## src/verilog/svint_defs.vh

```
`ifndef SVINT_DEFS_VH
`define SVINT_DEFS_VH

// Register indices; the byte address is four times the index.
`define SVINT_IDX_CONFIG      8'h3E
`define SVINT_IDX_STATUS      8'h50
`define SVINT_IDX_CLEAR       8'h51
`define SVINT_IDX_ENABLE      8'h52
`define SVINT_IDX_REPEAT      8'h53

// Reset values.
`define SVINT_RST_CONFIG      8'hC5
`define SVINT_RST_ENABLE      3'h7
`define SVINT_RST_REPEAT      8'h23

// Field positions inside the configuration register.
`define SVINT_ACC_EN_BIT      7
`define SVINT_MAX_INT_HI      6
`define SVINT_MAX_INT_LO      4
`define SVINT_SLIDE_TIME_HI   3
`define SVINT_SLIDE_TIME_LO   2
`define SVINT_SCALE_HI        1
`define SVINT_SCALE_LO        0

// Event bits of the status, clear and enable registers.
`define SVINT_EV_SLIDER       0
`define SVINT_EV_REPEAT       1
`define SVINT_EV_EXTRA        2
`define SVINT_EV_W            3

// Slide-time limits in milliseconds.
`define SVINT_SLIDE_MS_0      10'd350
`define SVINT_SLIDE_MS_1      10'd560
`define SVINT_SLIDE_MS_2      10'd770
`define SVINT_SLIDE_MS_3      10'd980

// Repeat periods in measurement cycles.
`define SVINT_RPT_35          8'd35
`define SVINT_RPT_70          8'd70
`define SVINT_RPT_105         8'd105
`define SVINT_RPT_140         8'd140

// Timing: clock rate, millisecond base and speed window.
`define SVINT_CLK_HZ          125000000
`define SVINT_MS_PER_S        1000
`define SVINT_CLK_PER_MS      (`SVINT_CLK_HZ / `SVINT_MS_PER_S)
`define SVINT_SPEED_WIN_MS    7'd100
`define SVINT_SENS_SAT        3'd5

`endif

```

## src/verilog/svint_top.v

```verilog
// Decided for this implementation: the AHB-Lite slave port.
`timescale 1ns/1ns
`include "svint_defs.vh"

module svint_top #(
    parameter CLK_PER_MS = `SVINT_CLK_PER_MS
) (
    input  wire        I_CLK,
    input  wire        I_RST_N,
    input  wire        I_CE,
    input  wire        I_HSEL,
    input  wire [31:0] I_HADDR,
    input  wire [1:0]  I_HTRANS,
    input  wire        I_HWRITE,
    input  wire [2:0]  I_HSIZE,
    input  wire [31:0] I_HWDATA,
    input  wire        I_HREADY,
    input  wire        I_CYCLE_TICK,
    input  wire        I_SLIDE_ACTIVE,
    input  wire        I_SENSOR_STEP,
    input  wire        I_SLIDE_DONE,
    input  wire        I_SLIDER_EVENT,
    output reg  [31:0] O_HRDATA,
    output reg         O_HREADYOUT,
    output reg         O_HRESP,
    output reg         O_IRQ,
    output reg  [7:0]  O_REPEAT_PERIOD
);

    // Scaled repeat period from sensors per window, scaling code and normal period.
    function [7:0] scaled_period;
        input [2:0] sens;
        input [1:0] scale;
        input [7:0] normal;
        begin
            // Fewer than two sensors per window is not a fast slide and keeps the normal period.
            if (sens < 3'd2) begin
                scaled_period = normal;
            end else if (sens >= `SVINT_SENS_SAT) begin
                scaled_period = `SVINT_RPT_35;
            end else if (scale == 2'b11) begin
                // The 11b row is already fixed at 140, 105 and 70.
                case (sens)
                    3'd2:    scaled_period = `SVINT_RPT_140;
                    3'd3:    scaled_period = `SVINT_RPT_105;
                    default: scaled_period = `SVINT_RPT_70;
                endcase
            // Codes 10 and 01 step the period down as the slide speeds up.
            end else if (scale == 2'b10) begin
                case (sens)
                    3'd2:    scaled_period = `SVINT_RPT_105;
                    3'd3:    scaled_period = `SVINT_RPT_70;
                    default: scaled_period = `SVINT_RPT_35;
                endcase
            end else if (scale == 2'b01) begin
                scaled_period = (sens == 3'd2) ? `SVINT_RPT_70 : `SVINT_RPT_35;
            end else begin
                scaled_period = `SVINT_RPT_35;
            end
        end
    endfunction

    // Extra interrupt count from slide time, limit code and cap.
    function [2:0] extra_count;
        input [9:0] t_ms;
        input [1:0] limit_code;
        input [2:0] cap;
        reg   [9:0] limit;
        reg   [9:0] half;
        reg   [9:0] three_q;
        begin
            // Slide-time limit in milliseconds for the selected code.
            case (limit_code)
                2'd0:    limit = `SVINT_SLIDE_MS_0;
                2'd1:    limit = `SVINT_SLIDE_MS_1;
                2'd2:    limit = `SVINT_SLIDE_MS_2;
                default: limit = `SVINT_SLIDE_MS_3;
            endcase
            // The limits are whole milliseconds, so the three-quarter point rounds up; a slide
            // on the half or three-quarter edge falls into the slower band, one on the limit still counts.
            half    = limit >> 1;
            three_q = limit - (limit >> 2);
            if (t_ms > limit) begin
                extra_count = 3'd0;
            end else if (t_ms < half) begin
                extra_count = cap;
            end else if (t_ms < three_q) begin
                extra_count = cap >> 1;
            end else begin
                extra_count = {2'b00, cap[2]};
            end
        end
    endfunction

    // Software-visible registers and the bus data-phase state.
    // Only the configuration register is fixed by the device; the rest are local additions.
    reg  [7:0]               config_reg;
    reg  [7:0]               normal_period;
    reg  [`SVINT_EV_W-1:0]   status;
    reg  [`SVINT_EV_W-1:0]   irq_enable;
    reg                      dp_write;
    reg  [7:0]               dp_index;

    // Time base and speed measurement.
    reg  [16:0]              ms_cnt;
    reg                      ms_tick;
    reg  [6:0]               win_cnt;
    reg  [2:0]               win_sensors;
    reg  [2:0]               speed_sensors;

    // Slide timing and the interrupt generator.
    reg  [9:0]               slide_ms;
    reg                      active_d;
    reg  [7:0]               cyc_cnt;
    reg  [2:0]               extra_left;
    reg                      repeat_fire;
    reg                      extra_fire;

    // A transfer is taken only when the bus is ready and the slot is NONSEQ or SEQ.
    wire        addr_phase = I_HSEL && I_HREADY && I_HTRANS[1];
    wire [7:0]  addr_index = I_HADDR[9:2];
    wire        acc_en     = config_reg[`SVINT_ACC_EN_BIT];
    wire [2:0]  max_int    = config_reg[`SVINT_MAX_INT_HI:`SVINT_MAX_INT_LO];
    wire [1:0]  slide_code = config_reg[`SVINT_SLIDE_TIME_HI:`SVINT_SLIDE_TIME_LO];
    wire [1:0]  scale_code = config_reg[`SVINT_SCALE_HI:`SVINT_SCALE_LO];
    wire        slide_start = I_SLIDE_ACTIVE && !active_d;
    wire [7:0]  cur_period  = scaled_period(speed_sensors, scale_code, normal_period);
    wire        cyc_due     = (cyc_cnt + 8'd1 >= cur_period);
    wire        clear_wr    = dp_write && (dp_index == `SVINT_IDX_CLEAR);
    wire [`SVINT_EV_W-1:0] events = {extra_fire, repeat_fire, I_SLIDER_EVENT};

    // Next values of the software registers. The bus reads these rather than the flops,
    // so a read issued right behind a write to the same register returns the new word
    // instead of the one the write is about to replace.
    wire        wr_config   = dp_write && (dp_index == `SVINT_IDX_CONFIG);
    wire        wr_enable   = dp_write && (dp_index == `SVINT_IDX_ENABLE);
    wire        wr_repeat   = dp_write && (dp_index == `SVINT_IDX_REPEAT);
    wire [7:0]  next_config = wr_config ? I_HWDATA[7:0] : config_reg;
    wire [7:0]  next_repeat = wr_repeat ? I_HWDATA[7:0] : normal_period;
    wire [`SVINT_EV_W-1:0] next_enable = wr_enable ? I_HWDATA[`SVINT_EV_W-1:0] : irq_enable;

    // Set wins over clear: an event in the clearing cycle stays in status.
    wire [`SVINT_EV_W-1:0] clear_mask  = I_HWDATA[`SVINT_EV_W-1:0] & {`SVINT_EV_W{clear_wr}};
    wire [`SVINT_EV_W-1:0] next_status = (status & ~clear_mask) | events;

    // Bus slave: read data is captured in the address phase, writes land in the data phase.
    // Zero wait states, so the ready flop only leaves reset high; a frozen clock enable
    // would drop writes, so the bus must stay idle while I_CE is low.
    // Reads take the next-value wires, so a read right behind a write returns the new word.
    always @(posedge I_CLK or negedge I_RST_N) begin
        if (!I_RST_N) begin
            config_reg    <= `SVINT_RST_CONFIG;
            normal_period <= `SVINT_RST_REPEAT;
            irq_enable    <= `SVINT_RST_ENABLE;
            dp_write      <= 1'b0;
            dp_index      <= 8'h00;
            O_HRDATA      <= 32'h0000_0000;
            O_HREADYOUT   <= 1'b1;
            O_HRESP       <= 1'b0;
        end else if (I_CE) begin
            O_HREADYOUT <= 1'b1;
            O_HRESP     <= 1'b0;
            dp_write    <= addr_phase && I_HWRITE;
            dp_index    <= addr_index;
            config_reg    <= next_config;
            irq_enable    <= next_enable;
            normal_period <= next_repeat;
            if (addr_phase && !I_HWRITE) begin
                case (addr_index)
                    `SVINT_IDX_CONFIG: O_HRDATA <= {24'h00_0000, next_config};
                    `SVINT_IDX_STATUS: O_HRDATA <= {29'h0000_0000, next_status};
                    `SVINT_IDX_ENABLE: O_HRDATA <= {29'h0000_0000, next_enable};
                    `SVINT_IDX_REPEAT: O_HRDATA <= {24'h00_0000, next_repeat};
                    default:           O_HRDATA <= 32'h0000_0000;
                endcase
            end
        end
    end

    // Millisecond time base; the divider is a parameter so simulation can shorten it.
    // The tick is registered so every consumer sees the same one-cycle pulse.
    always @(posedge I_CLK or negedge I_RST_N) begin
        if (!I_RST_N) begin
            ms_cnt  <= 17'd0;
            ms_tick <= 1'b0;
        end else if (I_CE) begin
            ms_tick <= (ms_cnt == CLK_PER_MS[16:0] - 17'd1);
            if (ms_cnt >= CLK_PER_MS[16:0] - 17'd1) begin
                ms_cnt <= 17'd0;
            end else begin
                ms_cnt <= ms_cnt + 17'd1;
            end
        end
    end

    // Speed: sensors touched per 100 ms window, latched at each window end, saturating at five.
    // A step in the latching cycle opens the next window instead of being lost.
    always @(posedge I_CLK or negedge I_RST_N) begin
        if (!I_RST_N) begin
            win_cnt       <= 7'd0;
            win_sensors   <= 3'd0;
            speed_sensors <= 3'd0;
        end else if (I_CE) begin
            if (slide_start) begin
                win_cnt       <= 7'd0;
                win_sensors   <= {2'b00, I_SENSOR_STEP};
                speed_sensors <= 3'd0;
            end else if (ms_tick && win_cnt == `SVINT_SPEED_WIN_MS - 7'd1) begin
                win_cnt       <= 7'd0;
                speed_sensors <= win_sensors;
                win_sensors   <= {2'b00, I_SENSOR_STEP};
            end else begin
                if (ms_tick) begin
                    win_cnt <= win_cnt + 7'd1;
                end
                if (I_SENSOR_STEP && win_sensors < `SVINT_SENS_SAT) begin
                    win_sensors <= win_sensors + 3'd1;
                end
            end
        end
    end

    // Slide duration in ms; it saturates so a long slide never wraps into a fast one.
    // Counting stops when the touch lifts, so the end-of-slide strobe sees the final length.
    always @(posedge I_CLK or negedge I_RST_N) begin
        if (!I_RST_N) begin
            slide_ms <= 10'd0;
            active_d <= 1'b0;
        end else if (I_CE) begin
            active_d <= I_SLIDE_ACTIVE;
            if (slide_start) begin
                slide_ms <= 10'd0;
            end else if (I_SLIDE_ACTIVE && ms_tick && slide_ms != 10'h3FF) begin
                slide_ms <= slide_ms + 10'd1;
            end
        end
    end

    // Repeat and extra interrupts share one measurement-cycle counter: repeats run only
    // while the touch is down, extras only after the slide is done.
    // A new slide start wins over everything, so extras left from the last slide are dropped.
    always @(posedge I_CLK or negedge I_RST_N) begin
        if (!I_RST_N) begin
            cyc_cnt         <= 8'd0;
            extra_left      <= 3'd0;
            repeat_fire     <= 1'b0;
            extra_fire      <= 1'b0;
            O_REPEAT_PERIOD <= `SVINT_RST_REPEAT;
        end else if (I_CE) begin
            repeat_fire     <= 1'b0;
            extra_fire      <= 1'b0;
            O_REPEAT_PERIOD <= cur_period;
            if (slide_start) begin
                cyc_cnt    <= 8'd0;
                extra_left <= 3'd0;
            // The count is fixed once, at the end of the slide, from the settings then in force.
            end else if (I_SLIDE_DONE) begin
                cyc_cnt <= 8'd0;
                if (acc_en) begin
                    extra_left <= extra_count(slide_ms, slide_code, max_int);
                end else begin
                    extra_left <= 3'd0;
                end
            end else if (I_CYCLE_TICK && (I_SLIDE_ACTIVE || extra_left != 3'd0)) begin
                if (cyc_due) begin
                    cyc_cnt <= 8'd0;
                    if (I_SLIDE_ACTIVE) begin
                        repeat_fire <= 1'b1;
                    end else begin
                        extra_fire <= 1'b1;
                        extra_left <= extra_left - 3'd1;
                    end
                end else begin
                    cyc_cnt <= cyc_cnt + 8'd1;
                end
            end
        end
    end

    // Sticky status with write-one-to-clear; a new event in the clearing cycle wins.
    always @(posedge I_CLK or negedge I_RST_N) begin
        if (!I_RST_N) begin
            status <= {`SVINT_EV_W{1'b0}};
            O_IRQ  <= 1'b0;
        end else if (I_CE) begin
            status <= next_status;
            // The line follows status one cycle later, as every output leaves a flop.
            O_IRQ  <= |(status & irq_enable);
        end
    end

endmodule // svint_top

```

## config.mk

```make
export PLATFORM = sky130hd
export DESIGN_NAME = svint_top
export DESIGN_NICKNAME = d
export VERILOG_FILES = /design/src/verilog/svint_top.v
export VERILOG_INCLUDE_DIRS = /design/src /design/src/verilog
export SDC_FILE = /design/constraint.sdc
export NUM_CORES = 1
export LEC_CHECK = 0
export BUFFER_PORTS_ARGS = -buffer_cell sky130_fd_sc_hd__buf_2
export CAP_MARGIN = 40
export CORE_UTILIZATION = 45
export CTS_BUF_LIST = sky130_fd_sc_hd__clkbuf_16
export DETAILED_ROUTE_END_ITERATION = 16
export GPL_ROUTABILITY_DRIVEN = 0
export PLACE_DENSITY_LB_ADDON = 0.12
export SLEW_MARGIN = 25
export SYNTH_ARGS = -nofsm -noshare
export SYNTH_HDL_FRONTEND = slang
export SYNTH_SLANG_ARGS = --single-unit
```

## constraint.sdc

```tcl
create_clock -name I_CLK -period 2.45 [get_ports I_CLK]
set_input_delay 0.245 -clock I_CLK [delete_from_list [all_inputs] [get_ports I_CLK]]
set_output_delay 0.245 -clock I_CLK [all_outputs]
set_load 0.02 [all_outputs]
```

==> flow_summary_export.csv <==
group,metric,value,unit
grt,grt_busiest_layer,"met2",
synthesis,yosys_warnings,0,
grt,grt_pass1_vias,5144,
grt,use_met3,3.86,%
power,vdd_drop_max,0.483,mV
critical_path,crit_end,"extra_left[2]",
floorplan,core,14000,sq um
clocking,clk_pin_slew,0.08,ns
clocking,cts_max_level,3,
critical_path,crit_path_max_fanout,6,
cells_and_area,largest_register,"ms_cnt",
critical_path,crit_type,"register to register",
critical_path,critPathMaxStageDelay,0.64,ns
synthesis,synthArstFlopShare,100,%
synthesis,syn_area,6510,sq um
critical_path,r2r-end,"extra_left[2]",
critical_path,crit_buf_inv,3,
sta,min_period,2.65,ns
clocking,cts_tree,"built",
critical_path,crit_cells,11,
place,io_buffer_count,44,
sta,rsz0062_at_grt,"yes",
floorplan,die_x,122,um
detailed_routing,drtIter0Drc,232,
clocking,cts_buffers,9,
grt,grt_use_met2,36.9,%
synthesis,synth-edff-count,0,
synthesis,yosys_register_bits,103,
detailed_routing,via_per_inst,5.50,
place,hpwl,11.3,mm
sta,tightest_slew,0.615,ns
detailed_routing,routed_wl,15.5,mm
place,place_ws,-0.289,ns
critical_path,cp_common_cell,"buf_4",
critical_path,worstPathRequired,2.73,ns
sta,setup_violations,3,
grt,gr-usage-met1,27.6,%
sta,fin_crit_sh,108,%
synthesis,synth-main-ff-cell,"dfrtp_1",
synthesis,synth.top_cell.area_share,34.6,%
grt,grt_max_degree,63,
floorplan,dieArea,14900,sq um
detailed_routing,drc_errors,0,
critical_path,cp-start-kind,"register",
critical_path,r2r_cells,11,
critical_path,cpMaxStageDelayCell,"dfstp_2",
critical_path,r2r_slack,-0.20,ns
clocking,clk_latency,0.35,ns
synthesis,ys_seq_area_share,39.9,%
cells_and_area,syn_to_final_growth,19.8,%
floorplan,initial_utilization,46.5,%
critical_path,cp-startpoint,"config_reg[2]",
detailed_routing,ant_nets,0,
grt,grt_pass1_wl,25.4,mm
sta,worst_clock_skew,0.0100,ns
place,placed_cells,918,
detailed_routing,via_count,5163,
critical_path,critPathTopFamily,"compound AO/OA/AOI/OAI gates",
cells_and_area,post_route_cells_drive_above_1_share,27.6,%
cells_and_area,largest_register_ffs,17,
grt,track_usage,22.2,%
run_status,outcome,"finished with violations",
critical_path,r2r-start,"config_reg[2]",
synthesis,synth.distinct_cells,74,
power,p_leak,3.62,nW
clocking,root_buffer,"clkbuf_16",
detailed_routing,wire_per_inst,16.5,um
synthesis,yosys-top-cells-area,"dfrtp_1, ha_1, dfstp_2",
synthesis,syn_inst,659,
floorplan,num_io_pins,123,
flow_run,maxCapViolCount,0,
run_status,violations,"setup timing",
sta,fin_ws,-0.202,ns
sta,hold_viol_final,0,
grt,antenna_found_initial,0,
floorplan,fp-row-count,43,
clocking,clock_sink_count,103,
critical_path,end_kind,"register",
sta,fmax,0.377,GHz
sta,tns,-0.476,ns
critical_path,cp.arrival,2.93,ns
grt,grt_overflow_total,0,
cells_and_area,antennaDiodeCount,0,
cells_and_area,fin_cells,938,
power,power_density,627,nW/um^2
sta,slew_viol_final,0,
min_path,hp-class,"input port to register",
cells_and_area,nets,882,
cells_and_area,top_regs,"ms_cnt (17), slide_ms (10)",
sta,slew_headroom,59.0,%
critical_path,cp_cell_sequence,"buf_4, ha_2, inv_1, ha_1, buf_4, nand2_1, nor2_1, a2111oi_4, o2111ai_2, o32a_1, mux2i_1",
detailed_routing,dr.pass1.iters,4,
synthesis,syn_avg_cell_area,9.87,sq um
floorplan,fp.dieH,122,um
synthesis,yosysTopAreaCell,"dfrtp_1",
clocking,cts.path.max_buffers,2,
[worst reg2reg max path, cell delays in order (launching register included)]
cell and delay, ns:
dfstp_2 0.64, buf_4 0.15, ha_2 0.18, inv_1 0.06, ha_1 0.30, buf_4 0.16, nand2_1 0.06, nor2_1 0.06
a2111oi_4 0.33, o2111ai_2 0.18, o32a_1 0.33, mux2i_1 0.12
[cells by family after synthesis]
| group | share of synthesized area (%) |
|---|---|
| other | 0.115 |
| muxes | 8.36 |
| AOI/OAI and AO/OA | 14.6 |
| buffers and inverters | 6.33 |
| adders and majority gates | 9.42 |
| DFF | 39.9 |
| and+or+nand+nor | 17.0 |
| xor gates and xnor gates | 4.31 |
[Yosys cell counts, drive strengths merged, types with 3 or more instances]
| library cell | number |
|---|---|
| nand4 | 19 |
| and2 | 5 |
| o22a | 4 |
| a21boi | 5 |
| buf | 37 |
| a32o | 6 |
| clkbuf | 6 |
| a221o | 3 |
| o31ai | 4 |
| mux2i | 24 |
| and3 | 4 |
| mux2 | 27 |
| a21oi | 30 |
| nand2 | 44 |
| nor4 | 3 |
| or2 | 3 |
| nand2b | 10 |
| inv | 34 |
| a211o | 4 |
| nor2 | 44 |
| o22ai | 10 |
| a22o | 8 |
| o21ai | 33 |
| and4 | 3 |
| dfstp | 13 |
| xnor2 | 14 |
| o21a | 6 |
| nand4b | 4 |
| xor2 | 18 |
| nand3b | 3 |
| o311ai | 3 |
| and4b | 3 |
| nand3 | 32 |
| a21o | 7 |
| dfrtp | 90 |
| a211oi | 3 |
| nor2b | 6 |
| ha | 49 |
| nor3 | 13 |
[per-layer routing]
| layer | wire [um] | vias up |
|---|---|---|
| li1 | - | 2531 |
| met1 | 6920 | 2504 |
| met2 | 7650 | 97 |
| met3 | 416 | 31 |
| met4 | 508 | 0 |
| met5 | 0 | - |
[how the worst min path moves through the flow]
| stage | startpoint | end | slack (ns) | cells past startpoint |
|---|---|---|---|---|
| floorplan | I_RST_N | O_HRDATA[0] | -0.05 | 0 |
| global route | I_SLIDER_EVENT | status[0] | 0.14 | 2 |
| CTS | I_SLIDER_EVENT | status[0] | 0.12 | 2 |
| detailed placement | I_RST_N | slide_ms[5] | 0.30 | 1 |
| global placement | I_RST_N | slide_ms[3] | 0.29 | 1 |
| finish | I_HWRITE | dp_write | 0.14 | 3 |
[metrics by stage]
step	total power, mW	hold WS [ns]	utilization, %	area, sq um
floorplan	2.88	-0.0506	-	6610
global placement	3.26	0.294	51.6	7210
detailed placement	3.29	0.297	51.6	7210
CTS	4.86	0.121	55.2	7720
global route	5.17	0.136	55.7	7800
finish	4.89	0.139	55.7	7800
[repair_timing]
item | 4_1_cts | 5_1_grt
hold buffers | 1 | 0
cloned | 0 | 0
hold endpoints to repair | 41 | 0
endpoints found under the setup margin | 13 | 13
buffers inserted | 1 | 2
resized for setup | 34 | 16
pin swaps | 8 | 11
[power breakdown]
part,internal (mW),leakage (nW),total [mW],switching (mW)
Sequential,1.91,1.31,2.12,0.206
Combinational,0.590,2.16,1.30,0.712
Clock,0.797,0.151,1.47,0.673
Total,3.30,3.62,4.89,1.59
[cell usage in the layout, fill, tap and decap left out, types with 10 or more instances in the layout]
cell type and instances:
dfrtp_1 89, buf_4 56, nor2_1 44, nand2_1 43, buf_2 43, ha_1 37, inv_1 33, nand3_1 31
mux2_2 27, o21ai_0 26, conb_1 26, a21oi_1 25, mux2i_1 24, nand4_1 18, xor2_1 17, xnor2_1 14
dfstp_2 13, nor3_1 10
[layout make-up]
type / count / area, sq um
multi-input combinational: 502 / 3850
clock buffer: 9 / 225
inverter: 35 / 134
sequential: 103 / 2590
timing repair buffer: 102 / 686
tap: 180 / 225
fill: 1252 / 6190
clock inverter: 7 / 76.3
Note: power is estimated with default switching activity, not from simulation.
